## src/logic/hseq_pkg.sv

```systemverilog
/*
 * Package for the homing sequencer: method codes, state encoding,
 * the switch and command carriers and the sequencer state record.
 * Assumes the switch inputs are active high and a motion controller
 * outside turns the direction and speed commands into a profile.
 */
`default_nettype none

package hseq_pkg;

	// Width of the homing method code
	localparam int unsigned METH_W_DEF = 8;

	// Supported homing method codes
	localparam logic [7:0] METH_11 = 8'h0B;
	localparam logic [7:0] METH_12 = 8'h0C;
	localparam logic [7:0] METH_13 = 8'h0D;
	localparam logic [7:0] METH_14 = 8'h0E;
	localparam logic [7:0] METH_17 = 8'h11;
	localparam logic [7:0] METH_18 = 8'h12;
	localparam logic [7:0] METH_19 = 8'h13;
	localparam logic [7:0] METH_20 = 8'h14;

	// Reset value of the stored method code
	localparam logic [7:0] METH_RST = 8'h00;

	// Sequencer phases
	typedef enum logic [2:0] {
		HS_IDLE,     // No motion, waiting for start
		HS_FAST,     // First high speed search
		HS_FAST_REV, // High speed search after reverse limit reversal
		HS_SLOW1,    // Low speed leg after the deceleration edge
		HS_SLOW2,    // Second low speed leg
		HS_INDEX,    // Low speed, waiting for the first index pulse
		HS_DONE      // Stopped at home
	} hseq_state_e;

	// Switch and index inputs travel together
	typedef struct packed {
		logic home_switch_input;          // Home (deceleration) switch
		logic forward_travel_limit_input; // Forward limit switch
		logic reverse_travel_limit_input; // Reverse limit switch
		logic index;                      // Encoder index pulse
	} hseq_sw_s;

	// Motion command towards the motor controller
	typedef struct packed {
		logic run;        // Motor commanded to move
		logic dir_neg;    // Negative direction when set
		logic high_speed; // High search speed when set, low otherwise
	} hseq_cmd_s;

	// Whole sequencer state
	typedef struct packed {
		hseq_state_e st;      // Phase
		logic [7:0]  meth;    // Method latched at start
		logic        dir_neg; // Direction command
		logic        fast;    // Speed command
		logic        done;    // One cycle done pulse
		logic        reject;  // One cycle refused start pulse
		hseq_sw_s    sw_s1;   // Synchroniser first stage
		hseq_sw_s    sw_s2;   // Synchronised copy
		hseq_sw_s    sw_s3;   // Previous synchronised copy for edges
	} hseq_regs_s;

endpackage

`default_nettype wire

```

## src/logic/hseq_top.sv

```systemverilog
/*
 * Homing sequencer for methods 11 to 14 and 17 to 20.
 * Assumes switch and index inputs are active high, start_i and stop_i
 * are one cycle pulses, and the motor controller obeys cmd_o.
 */
`timescale 1ns/1ps
`default_nettype none

// Notes on behaviour
// - M11 idle start: neg fast, slow, index after fall
// - M11 reverse limit: pos fast, then neg slow
// - M11 active start: pos slow, index after fall
// - M12 idle: neg fast, pos slow, neg, index
// - M12 limit: pos fast, pos slow, neg, index
// - M12 active: pos slow, neg slow, index
// - M13 idle: neg fast, neg slow, pos, index
// - M13 limit: pos fast, pos slow throughout, index
// - M13 active: pos slow, pos slow, index
// - M14 idle: neg fast, neg slow, index after fall
// - M14 limit: pos fast, neg slow, index
// - M14 active: neg slow, index after fall
// - M17 idle: neg fast, pos slow, stop on fall
// - M17 active: pos slow, stop on reverse fall
// - M18 idle: pos fast, neg slow, stop on fall
// - M18 active: neg slow, stop on forward fall
// - M19 idle: pos fast, neg slow, stop on fall
// - M19 active: neg slow, stop on home fall
// - M20 idle: pos slow, stop on home rise
// - M20 active: neg fast, pos slow, stop rise
// - Start level of switch picks the sequence
module hseq_top import hseq_pkg::*; #(
	parameter int unsigned METH_W = METH_W_DEF
) (
	input  wire logic              sys_clk_i,
	input  wire logic              rst_n_i,
	input  wire logic              start_i,
	input  wire logic              stop_i,
	input  wire logic [METH_W-1:0] method_i,
	input  wire hseq_sw_s          sw_i,
	output var  hseq_cmd_s         cmd_o,
	output logic                   busy_o,
	output logic                   done_o,
	output logic                   reject_o
);

	// Method codes need eight bits
	if (METH_W != 8) begin : g_bad_width
		$error("hseq_top: METH_W must be 8");
	end

	hseq_regs_s r;   // Registered state
	hseq_regs_s nxt; // Next state
	hseq_sw_s   rise; // Rising edges of synchronised inputs
	hseq_sw_s   fall; // Falling edges of synchronised inputs
	logic       z_meth;   // Latched method ends on index
	logic       start_take; // Start request in a stopped phase with no stop this cycle, any method code
	logic       ref_rise; // Reference switch rising edge
	logic       ref_fall; // Reference switch falling edge

	// Edges seen on synchronised copies only
	assign rise = r.sw_s2 & ~r.sw_s3;
	assign fall = ~r.sw_s2 & r.sw_s3;

	// Start seen in a stopped phase with no abort beside it
	assign start_take = ((r.st == HS_IDLE) || (r.st == HS_DONE)) && start_i && !stop_i;

	// Supported method check
	function automatic logic meth_ok(input logic [7:0] m);
		meth_ok = (m == METH_11) || (m == METH_12) || (m == METH_13) ||
			(m == METH_14) || (m == METH_17) || (m == METH_18) ||
			(m == METH_19) || (m == METH_20);
	endfunction

	// Methods homed on the encoder index
	function automatic logic is_z(input logic [7:0] m);
		is_z = (m >= METH_11) && (m <= METH_14);
	endfunction

	// Reference switch of a method taken from a switch set
	function automatic logic ref_of(input logic [7:0] m, input hseq_sw_s s);
		if (m == METH_17) begin
			ref_of = s.reverse_travel_limit_input;
		end else if (m == METH_18) begin
			ref_of = s.forward_travel_limit_input;
		end else begin
			ref_of = s.home_switch_input;
		end
	endfunction

	// Reference signal selection for the running method
	always_comb begin
		z_meth   = is_z(r.meth);
		ref_rise = ref_of(r.meth, rise);
		ref_fall = ref_of(r.meth, fall);
	end

	// Sequencer next state
	always_comb begin
		nxt        = r;
		nxt.sw_s1  = sw_i;
		nxt.sw_s2  = r.sw_s1;
		nxt.sw_s3  = r.sw_s2;
		nxt.done   = 1'b0;
		nxt.reject = 1'b0;
		if (stop_i) begin
			// Abort from any phase
			nxt.st   = HS_IDLE;
			nxt.fast = 1'b0;
		end else begin
			case (r.st)
				HS_IDLE, HS_DONE: begin
					if (start_i && !meth_ok(method_i)) begin
						// Refused code, no motion
						nxt.reject = 1'b1;
					end else if (start_i) begin
						nxt.meth = method_i;
						if (ref_of(method_i, r.sw_s2)) begin
							// Switch active at start
							if (method_i == METH_20) begin
								nxt.st      = HS_FAST;
								nxt.fast    = 1'b1;
								nxt.dir_neg = 1'b1;
							end else begin
								nxt.st      = HS_SLOW1;
								nxt.fast    = 1'b0;
								nxt.dir_neg = (method_i == METH_14) ||
									(method_i == METH_18) || (method_i == METH_19);
							end
						end else if (method_i == METH_20) begin
							// Slow creep towards the home switch
							nxt.st      = HS_SLOW1;
							nxt.fast    = 1'b0;
							nxt.dir_neg = 1'b0;
						end else begin
							// High speed search
							nxt.st      = HS_FAST;
							nxt.fast    = 1'b1;
							nxt.dir_neg = is_z(method_i) || (method_i == METH_17);
						end
					end
				end
				HS_FAST: begin
					if (z_meth && rise.reverse_travel_limit_input) begin
						// Reverse limit met: turn back at high speed
						nxt.st      = HS_FAST_REV;
						nxt.dir_neg = 1'b0;
					end else if ((r.meth == METH_20) ? ref_fall : ref_rise) begin
						// Deceleration edge: low speed leg
						nxt.st      = HS_SLOW1;
						nxt.fast    = 1'b0;
						nxt.dir_neg = (r.meth == METH_11) || (r.meth == METH_13) ||
							(r.meth == METH_14) || (r.meth == METH_18) ||
							(r.meth == METH_19);
					end
				end
				HS_FAST_REV: begin
					if (rise.home_switch_input) begin
						// Home found after reversal
						nxt.st      = HS_SLOW1;
						nxt.fast    = 1'b0;
						nxt.dir_neg = (r.meth == METH_11) || (r.meth == METH_14);
					end
				end
				HS_SLOW1: begin
					if (z_meth) begin
						if (fall.home_switch_input) begin
							if ((r.meth == METH_11) || (r.meth == METH_14)) begin
								// Keep direction, wait for index
								nxt.st = HS_INDEX;
							end else begin
								// Second low speed leg
								nxt.st      = HS_SLOW2;
								nxt.dir_neg = (r.meth == METH_12);
							end
						end
					end else if ((r.meth == METH_20) ? ref_rise : ref_fall) begin
						// Stop on the switch edge itself
						nxt.st   = HS_DONE;
						nxt.done = 1'b1;
					end
				end
				HS_SLOW2: begin
					if (rise.home_switch_input) begin
						// Switch met again, index next
						nxt.st = HS_INDEX;
					end
				end
				HS_INDEX: begin
					if (rise.index) begin
						// First index pulse ends homing
						nxt.st   = HS_DONE;
						nxt.done = 1'b1;
					end
				end
				default: begin
					nxt.st = HS_IDLE;
				end
			endcase
		end
	end

	// State register, synchronous reset
	always_ff @(posedge sys_clk_i) begin
		if (!rst_n_i) begin
			r.st      <= HS_IDLE;
			r.meth    <= METH_RST;
			r.dir_neg <= 1'b0;
			r.fast    <= 1'b0;
			r.done    <= 1'b0;
			r.reject  <= 1'b0;
			r.sw_s1   <= '0;
			r.sw_s2   <= '0;
			r.sw_s3   <= '0;
		end else begin
			r <= nxt;
		end
	end

	// Outputs from state flip-flops
	always_comb begin
		cmd_o.run        = (r.st != HS_IDLE) && (r.st != HS_DONE);
		cmd_o.dir_neg    = r.dir_neg;
		cmd_o.high_speed = r.fast;
		busy_o           = cmd_o.run;
		done_o           = r.done;
		reject_o         = r.reject;
	end
endmodule

`default_nettype wire

```

## config.mk

```make
export PLATFORM = sky130hd
export DESIGN_NAME = hseq_top
export DESIGN_NICKNAME = d
export VERILOG_FILES = /design/src/logic/hseq_pkg.sv /design/src/logic/hseq_top.sv
export SDC_FILE = /design/constraint.sdc
export NUM_CORES = 1
export LEC_CHECK = 0
export ABC_AREA = 1
export BUFFER_PORTS_ARGS = -buffer_cell sky130_fd_sc_hd__buf_4
export CORE_MARGIN = 4
export CORE_UTILIZATION = 30
export CTS_BUF_LIST = sky130_fd_sc_hd__clkbuf_4 sky130_fd_sc_hd__clkbuf_8
export CTS_CLUSTER_SIZE = 40
export DETAILED_ROUTE_END_ITERATION = 16
export PLACE_DENSITY_LB_ADDON = 0.1
export SLEW_MARGIN = 30
export SYNTH_ARGS = -nofsm -noshare
export SYNTH_HDL_FRONTEND = slang
export SYNTH_SLANG_ARGS = --single-unit
export TNS_END_PERCENT = 30
```

## constraint.sdc

```tcl
create_clock -name sys_clk_i -period 1.65 [get_ports sys_clk_i]
set_input_delay 0.0825 -clock sys_clk_i [delete_from_list [all_inputs] [get_ports sys_clk_i]]
set_output_delay 0.0825 -clock sys_clk_i [all_outputs]
set_load 0.03 [all_outputs]
```

==> flow_summary.yaml, run 1 <==
outcome:
  status: "finished clean"
grt:
  track_usage_pct: 12.8
  grt_overflow: 0
  grt_pass1_vias: 1672
  grt_pass1_wl_um: 7530
  antenna_found_initial: 0
  grt_max_degree: 23
layout:
  drive_above_1_share_pct: 30.1
  final_nets: 361
  antenna_cells: 0
  n_fill_cell: 613
  stdcell_count: 414
  area_growth_pct: 35.6
  final_core_util_pct: 42.3
floorplanning:
  io-pin-count: 22
  fp.dieH_um: 84.2
  core_area_um2: 5570
  die_w_um: 84.2
  rows: 27
  start_util_pct: 31.2
  die_area_um2: 7080
sta:
  fmax_mhz: 610
  slew_violations: 0
  worst_pin_slew_ns: 0.294
  fin_crit_ns: 1.64
  hold_viol: 0
  tns_ns: 0
  setup_viol: 0
  rsz0062_at_grt: "true"
  hold_slack_ns: 0.101
  skew_ns: 0.00168
  finalCritPeriodShare_pct: 99.3
  relSlewSlack_pct: 80.3
critical_path:
  arrival_ns: 1.82
  slowest_stage: "dfxtp_2"
  path_class: "flop to flop"
  cp_data_required_time_ns: 1.83
  crit_family: "simple AND/OR/NAND/NOR gates"
  worstPathCellList: "inv_2 -> nand2_2 -> nor2_4 -> nand4_1 -> inv_2 -> nand3_2 -> nand3_2 -> nand2_2 -> nor2_4 -> nand2_1 -> nand2_1 -> nor2_1"
  cp-end-kind: "flop"
  critPathBufInv: 2
  cp_slowest_stage_delay_ns: 0.35
  startpoint_type: "flop"
  crit_fanout: 6
logic_synthesis:
  netlist_area_um2: 1740
  syn_nets: 308
  ys_types: 26
  yosysWarnings: 0
  synth.avg_cell_area_um2: 6.00
  synth-seq-cells: 27
  synth_cells: 290
  ys_seq_area_share_pct: 31.1
drt:
  firstDrtPassIters: 4
  wl_um: 4430
  wire_per_inst_um: 10.7
  antenna_left: 0
  vias: 1787
  drtIter0Drc: 70
  via_per_inst: 4.32
  drc: 0
flow_run:
  maxCapViolCount: 0
clock_network:
  htreeDepth: 1
  cts_tree: "done"
  cts_sinks: 27
  cts_buffer_depth: 2
  clockRootBuffer: "clkbuf_8"
  clk_pin_slew_worst_paths_ns: 0.10
  clk_latency_ns: 0.27
  cts_inserted_buffers: 3
power:
  p_leak_uw: 0.00126
  ir_drop_v: 0.000325
  p_per_area_nw_per_um2: 658
  total_power_uw: 1550
placement:
  gp_congestion: 0.826
  dp_cells: 403
  io_buffers: 21
  dp_hpwl_um: 3590
hold_path:
  hp-class: "input port to flop"
## cells by family after synthesis
group	Yosys count	synth area share, %
adders and majority gates	2	1.44
buffers and inverters	64	14.9
and+or+nand+nor	176	45.9
AOI/OAI and AO/OA	21	6.69
DFF	27	31.1
## per-layer routing
| layer | global-route usage (%) | vias up | part of all wire, % |
|---|---|---|---|
| met5 | 0 | - | 0 |
| met4 | 3.65 | 0 | 1.2 |
| met3 | 1.47 | 4 | 2.1 |
| met2 | 21.6 | 18 | 48 |
| met1 | 17.2 | 771 | 49 |
| li1 | - | 994 | - |
## area by class of cell
type	instances	area (µm²)	share of cell area, %
clock buffer	3	41.3	1.75
clock inverter	1	5.00	0.212
inverter	58	218	9.23
multi-input combinational	199	1040	44.1
sequential	27	547	23.2
tap	72	90.1	3.82
timing repair buffer	54	419	17.8
## what timing repair did
action / CTS / global route
pin swaps: 1 / 9
hold buffers: 4 / 0
hold endpoints to repair: 4 / 0
buffers inserted: 0 / 3
gates resized for setup: 4 / 32
endpoints found under the setup margin: 3 / 13
## synthesized netlist by cell type, drive strengths merged
master / instances / area, µm²
nor3: 6 / 40.0
nand2: 84 / 323
o21ai: 11 / 58.8
a21oi: 9 / 48.8
buf: 4 / 33.8
a32oi: 1 / 8.76
nand4: 7 / 43.8
nand3: 32 / 175
clkbuf: 2 / 7.51
ha: 2 / 25.0
nand3b: 1 / 7.51
or2: 1 / 6.26
dfxtp: 27 / 541
and3: 1 / 6.26
nor2: 44 / 198
inv: 58 / 218
## worst paths after layout
check                   start  endpoint  slack, ns  cells after the start
setup / recovery        r[22]     r[26]       0.01                     12
hold / removal    method_i[4]     r[20]       0.10                      3
setup reg to reg        r[22]     r[26]       0.01                     12
hold reg to reg        nxt[7]    nxt[3]       0.42                      2
## worst register-to-register path, delay by kind of cell (launching register included)
family / cells / cell delay, ns
buffers and inverters: 2 / 0.19
and+or+nand+nor: 10 / 1.01
DFF: 1 / 0.35
## flip-flops by register name, summed over array words and instances, names as in the netlist
name / cells
nxt: 8
reject_o: 1
r: 15
cmd_o: 2
done_o: 1
## through the flow
stage          setup slack [ns]  instance area, µm²
3_5_place_dp           -0.00770                2140
4_1_cts                0.000173                2230
2_1_floorplan             0.113                1740
3_3_place_gp           -0.00132                2140
6_report                 0.0114                2360
5_1_grt                  -0.116                2360
## power breakdown
group          switching (µW)  total, µW  internal, µW  leakage, µW
Sequential               16.9        696           679     0.000223
Combinational             281        473           192      0.00101
Clock                     215        384           169    0.0000255
## layout by cell type, fill, tap and decap left out
master          n
nor2_2          6
and3_1          1
buf_4          49
nand3_1        20
buf_6           1
ha_1            2
nand3_2        10
nand2_1        75
o21ai_4         1
nor3_2          2
nand2_2         9
nor2_1         34
clkbuf_8        3
o21ai_0         6
nand4_1         7
a21oi_1         7
dfxtp_2         5
inv_1          50
nand3b_1        1
nor2_4          4
inv_2           8
clkinv_2        1
dfxtp_1        22
dlygate4sd3_1   4
o21ai_1         4
a32oi_1         1
a21oi_2         2
nand3_4         2
nor3_1          4
or2_1           1
Note: power is estimated with default switching activity, not from simulation.
==> inputs of run 2 (changes only) <==
clock period = 1.7 ns   (was 1.65 ns; I/O delays follow)
==> run 2 against run 1 <==
Sequential cell count unchanged. Critical endpoint unchanged. Clock-buffer cell count unchanged. Critical path depth decreased by 2. Largest cell class unchanged. Maximum frequency increased by 3.8%.
==> flow_summary.yaml, run 2 (same netlist as run 1, synthesis figures left out) <==
sta:
  fmax_mhz: 634
  setup_viol: 0
  slew_violations: 0
  fin_crit_ns: 1.58
  setup_ws_ns: 0.122
  skew_ns: 0.00615
  hold_slack_ns: 0.0991
  rsz0062_at_grt: "true"
  relSlewSlack_pct: 80.1
  tns_ns: 0
  worst_pin_slew_ns: 0.298
  finalCritPeriodShare_pct: 92.8
  hold_viol: 0
flow_run:
  maxCapViolCount: 0
critical_path:
  worstPathCellList: "inv_1 -> nor2_1 -> nor2_1 -> nor2_2 -> and3_1 -> nand2_2 -> nor2_4 -> nand2_1 -> nand2_1 -> nor2_1"
  startpoint_type: "flop"
  crit_fanout: 6
  critPathBufInv: 1
  cp-end-kind: "flop"
  arrival_ns: 1.77
  critPathMostFrequentCell: "nor2_1"
  slowest_stage: "dfxtp_1"
  crit_family: "simple AND/OR/NAND/NOR gates"
  cp_slowest_stage_delay_ns: 0.37
  path_class: "flop to flop"
  cp_data_required_time_ns: 1.89
layout:
  drive_above_1_share_pct: 27.3
  largest_register: "r"
  antenna_cells: 0
  n_fill_cell: 621
  largest_reg_flops: 15
  final_area_um2: 2240
  area_growth_pct: 28.7
  final_common_cell: "nand2_1"
  final_nets: 349
  layout_common_cells: "nand2_1 (76), inv_1 (49), buf_4 (38)"
placement:
  io_buffers: 21
  dp_hpwl_um: 3430
  place_ws_ns: 0.0923
  place_area_um2: 2050
  gp_congestion: 0.873
drt:
  via_per_inst: 4.41
  drc: 0
  wl_um: 4310
  vias: 1772
  antenna_left: 0
  firstDrtPassIters: 4
  wire_per_inst_um: 10.7
  drtIter0Drc: 110
clock_network:
  clk_pin_slew_worst_paths_ns: 0.10
  htreeDepth: 1
  clockRootBuffer: "clkbuf_8"
  cts_inserted_buffers: 3
  cts_sinks: 27
  cts_buffer_depth: 2
  clk_latency_ns: 0.28
  cts_tree: "done"
grt:
  grt_overflow: 0
  grt_max_degree: 23
  antenna_found_initial: 0
  track_usage_pct: 12.3
  grt_pass1_wl_um: 7160
  grt_pass1_vias: 1608
power:
  switching_share_pct: 33.0
  p_switching_uw: 498
  p_per_area_nw_per_um2: 674
  pwr-share-comb_pct: 29.9
  p_leak_uw: 0.00120
  seqPwrFrac_pct: 44.8
  clock_power_share_pct: 25.3
  ir_drop_v: 0.000409
  intPower_uw: 1010
floorplanning:
  die_w_um: 84.2
  core_area_um2: 5570
  fp.dieH_um: 84.2
  rows: 27
  io-pin-count: 22
  start_util_pct: 31.2
  die_area_um2: 7080
outcome:
  status: "finished clean"
hold_path:
  hp-class: "input port to flop"
run 2: cell types whose count changed in the layout (fill, tap and decap cells not counted), moves of 2 or more:
cell and change:
dfxtp_2 +2, buf_4 -11, dfxtp_1 -2, nand3_4 -2
run 2: worst paths after layout:
| kind | cells after the start | slack [ns] | endpoint | start |
|---|---|---|---|---|
| max | 10 | 0.12 | r[26] | nxt[3] |
| min | 3 | 0.1 | r[20] | method_i[4] |
| max reg2reg | 10 | 0.12 | r[26] | nxt[3] |
| min reg2reg | 2 | 0.42 | nxt[0] | nxt[4] |
run 2: repair_timing:
item | in CTS | in global routing
hold endpoints to repair | 4 | 0
endpoints found under the setup margin | 0 | 13
setup buffers | 0 | 3
hold buffers | 4 | 0
gates resized for setup | 0 | 32
run 2: worst reg2reg max path: cells and delay by family, from the launching register on:
kind                   cells  cell delay, ns
buffers and inverters      1            0.06
DFF                        1            0.37
and+or+nand+nor            9            1.03
run 2: cell type report:
class,instances,area (µm²),share of cell area [%]
timing repair buffer,42,325,14.5
multi-input combinational,199,1010,45.1
inverter,58,218,9.72
tap,72,90.1,4.02
clock buffer,3,41.3,1.84
sequential,27,549,24.5
clock inverter,1,5.00,0.223
run 2: power by group through the flow:
stage	registers (µW)	clock network, µW	logic, µW
after floorplan	692	0	285
after global placement	689	0	434
after detailed placement	689	0	428
after CTS	675	400	437
after global routing	680	425	509
final	675	382	451
run 2: routing by layer:
| layer | vias up | wire length [µm] | GRT usage (%) |
|---|---|---|---|
| met5 | - | 0 | 0 |
| met4 | 0 | 69 | 4.09 |
| met3 | 6 | 157 | 2.36 |
| met2 | 30 | 2020 | 20.1 |
| met1 | 765 | 2070 | 16.2 |
| li1 | 971 | - | - |
run 2: per-stage QoR:
stage                     total power [µW]  cells  utilization (%)
after floorplan                        977    290                -
after detailed placement              1120    391             36.8
after global placement                1120    391             36.8
after global routing                  1610    402             40.2
after CTS                             1510    399             38.4
final                                 1510    402             40.2
==> inputs of run 3 (changes only) <==
CAP_MARGIN = 30   (was not set)
REMOVE_ABC_BUFFERS = 1   (was not set)
clock period = 1.4 ns   (was 1.7 ns; I/O delays follow)
==> run 3 against run 2 <==
The run now ends with negative setup slack left. Final area is 17% higher. Wire length is 4.4% higher. Setup slack worse by 0.32 ns.
==> flow_summary.yaml, run 3 (same netlist as run 1, synthesis figures left out) <==
outcome:
  status: "finished, violations left"
  violations: "negative setup slack"
drt:
  wl_um: 4500
  drc: 0
  drtIter0Drc: 89
  wl_met3_um: 114
  firstDrtPassIters: 4
  highest_layer: "met4"
  wl_met1_um: 2310
  vias: 1925
  wl_met2_um: 2000
  antenna_left: 0
  wire_per_inst_um: 10.1
  via_per_inst: 4.34
grt:
  grt_max_degree: 23
  antenna_found_initial: 0
  grt_overflow: 0
  grt_pass1_vias: 1831
  track_usage_pct: 13.3
  grt_pass1_wl_um: 7830
floorplanning:
  die_w_um: 84.2
  die_area_um2: 7080
  io-pin-count: 22
  rows: 27
  fp.dieH_um: 84.2
  start_util_pct: 31.2
  core_area_um2: 5570
placement:
  gp_congestion: 0.859
  io_buffers: 21
  place_area_um2: 2370
  dp_hpwl_um: 3670
  dp_cells: 434
power:
  pwr-share-comb_pct: 34.1
  p_per_area_nw_per_um2: 744
  total_power_uw: 1950
  ir_drop_v: 0.000419
  p_switching_uw: 616
  p_leak_uw: 0.00143
  intPower_uw: 1330
  switching_share_pct: 31.6
  seqPwrFrac_pct: 42.2
  clock_power_share_pct: 23.7
layout:
  final_area_um2: 2620
  layout_common_cells: "nand2_1 (74), buf_4 (74), inv_1 (49)"
  drive_above_1_share_pct: 37.6
  largest_register: "r"
  largest_reg_flops: 15
  stdcell_count: 444
  final_core_util_pct: 46.9
  area_growth_pct: 50.3
  final_nets: 391
  antenna_cells: 0
critical_path:
  cp_slowest_stage_delay_ns: 0.38
  startpoint: "r[16]"
  arrival_ns: 1.77
  cp_data_required_time_ns: 1.58
  path_depth: 11
  crit_fanout: 6
  startpoint_type: "flop"
  crit-reg2reg-capture: "r[26]"
  worst-r2r-cell-count: 11
  path_class: "flop to flop"
  cp-endpoint: "r[26]"
  reg2reg_slack_ns: -0.20
  cp-end-kind: "flop"
  worstReg2RegStart: "r[16]"
  critPathMostFrequentCell: "nand2_1"
  worstPathCellList: "nand2_1 -> nor2_1 -> nor2_4 -> buf_4 -> nand3_1 -> and3_1 -> nand2_2 -> nor2_4 -> nand2_1 -> nand2_1 -> nor2_1"
  slowest_stage: "dfxtp_1"
  critPathBufInv: 1
  crit_family: "simple AND/OR/NAND/NOR gates"
sta:
  relSlewSlack_pct: 83.5
  skew_ns: 0.00144
  fin_crit_ns: 1.60
  slew_violations: 0
  fmax_mhz: 626
  setup_viol: 5
  tns_ns: -0.827
  worst_pin_slew_ns: 0.245
  rsz0062_at_grt: "true"
  finalCritPeriodShare_pct: 114
  setup_ws_ns: -0.196
  hold_viol: 0
clock_network:
  cts_inserted_buffers: 3
  cts_sinks: 27
  cts_tree: "done"
  clk_pin_slew_worst_paths_ns: 0.09
  clk_latency_ns: 0.27
  clockRootBuffer: "clkbuf_8"
  htreeDepth: 1
  cts_buffer_depth: 2
hold_path:
  hp-class: "input port to flop"
flow_run:
  maxCapViolCount: 0
==> run 3: cell types whose count changed in the layout (fill, tap and decap cells not counted), moves of 2 or more <==
cell | previous run | this run
buf_4 | 38 | 74
buf_6 | 0 | 6
nand2_1 | 76 | 74
nor2_1 | 35 | 31
nor2_2 | 5 | 8
==> run 3: worst min-delay path by stage <==
stage,end,start,slack (ns),depth (start not counted)
floorplan,nxt[0],rst_n_i,0.16,2
global placement,nxt[5],sw_i[1],0.25,3
detailed placement,nxt[4],sw_i[0],0.26,3
CTS,reject_o,stop_i,0.11,4
global route,r[16],method_i[0],0.1,3
finish,r[16],method_i[0],0.10,3
==> run 3: timing repair <==
item	CTS	global route
buffers inserted	2	0
hold endpoints to repair	4	0
endpoints found under the setup margin	16	17
pin swaps	13	12
hold buffers	4	0
resized for setup	33	17
==> run 3: per-stage QoR <==
stage	setup WS [ns]	hold WS, ns
global placement	-0.210	0.253
detailed placement	-0.204	0.256
floorplan	-0.236	0.163
finish	-0.196	0.102
global route	-0.331	0.0986
CTS	-0.151	0.111
==> run 3: routing by layer <==
metal	up-vias	global-route usage, %
met5	-	0
met4	0	4.24
met3	7	1.47
met2	26	22.3
met1	837	18.0
li1	1055	-
==> run 3: layout make-up <==
cell class | count | area [µm²]
Inverter | 58 | 218
Sequential cell | 27 | 552
Clock buffer | 4 | 48.8
Fill cell | 585 | 2960
Timing Repair Buffer | 84 | 663
Tap cell | 72 | 90.1
Multi-Input combinational cell | 199 | 1040
==> run 3: power groups by stage <==
stage	Combinational, µW	Clock, µW	Sequential, µW
5_1_grt	728	511	827
3_5_place_dp	590	0	837
6_report	663	462	822
3_3_place_gp	595	0	838
2_1_floorplan	305	0	855
4_1_cts	651	494	823
==> run 3: worst min-delay path, delay by kind of cell <==
| kind | cells | cell delay [ns] |
|---|---|---|
| AOI/OAI and AO/OA | 2 | 0.18 |
| buffers and inverters | 1 | 0.09 |
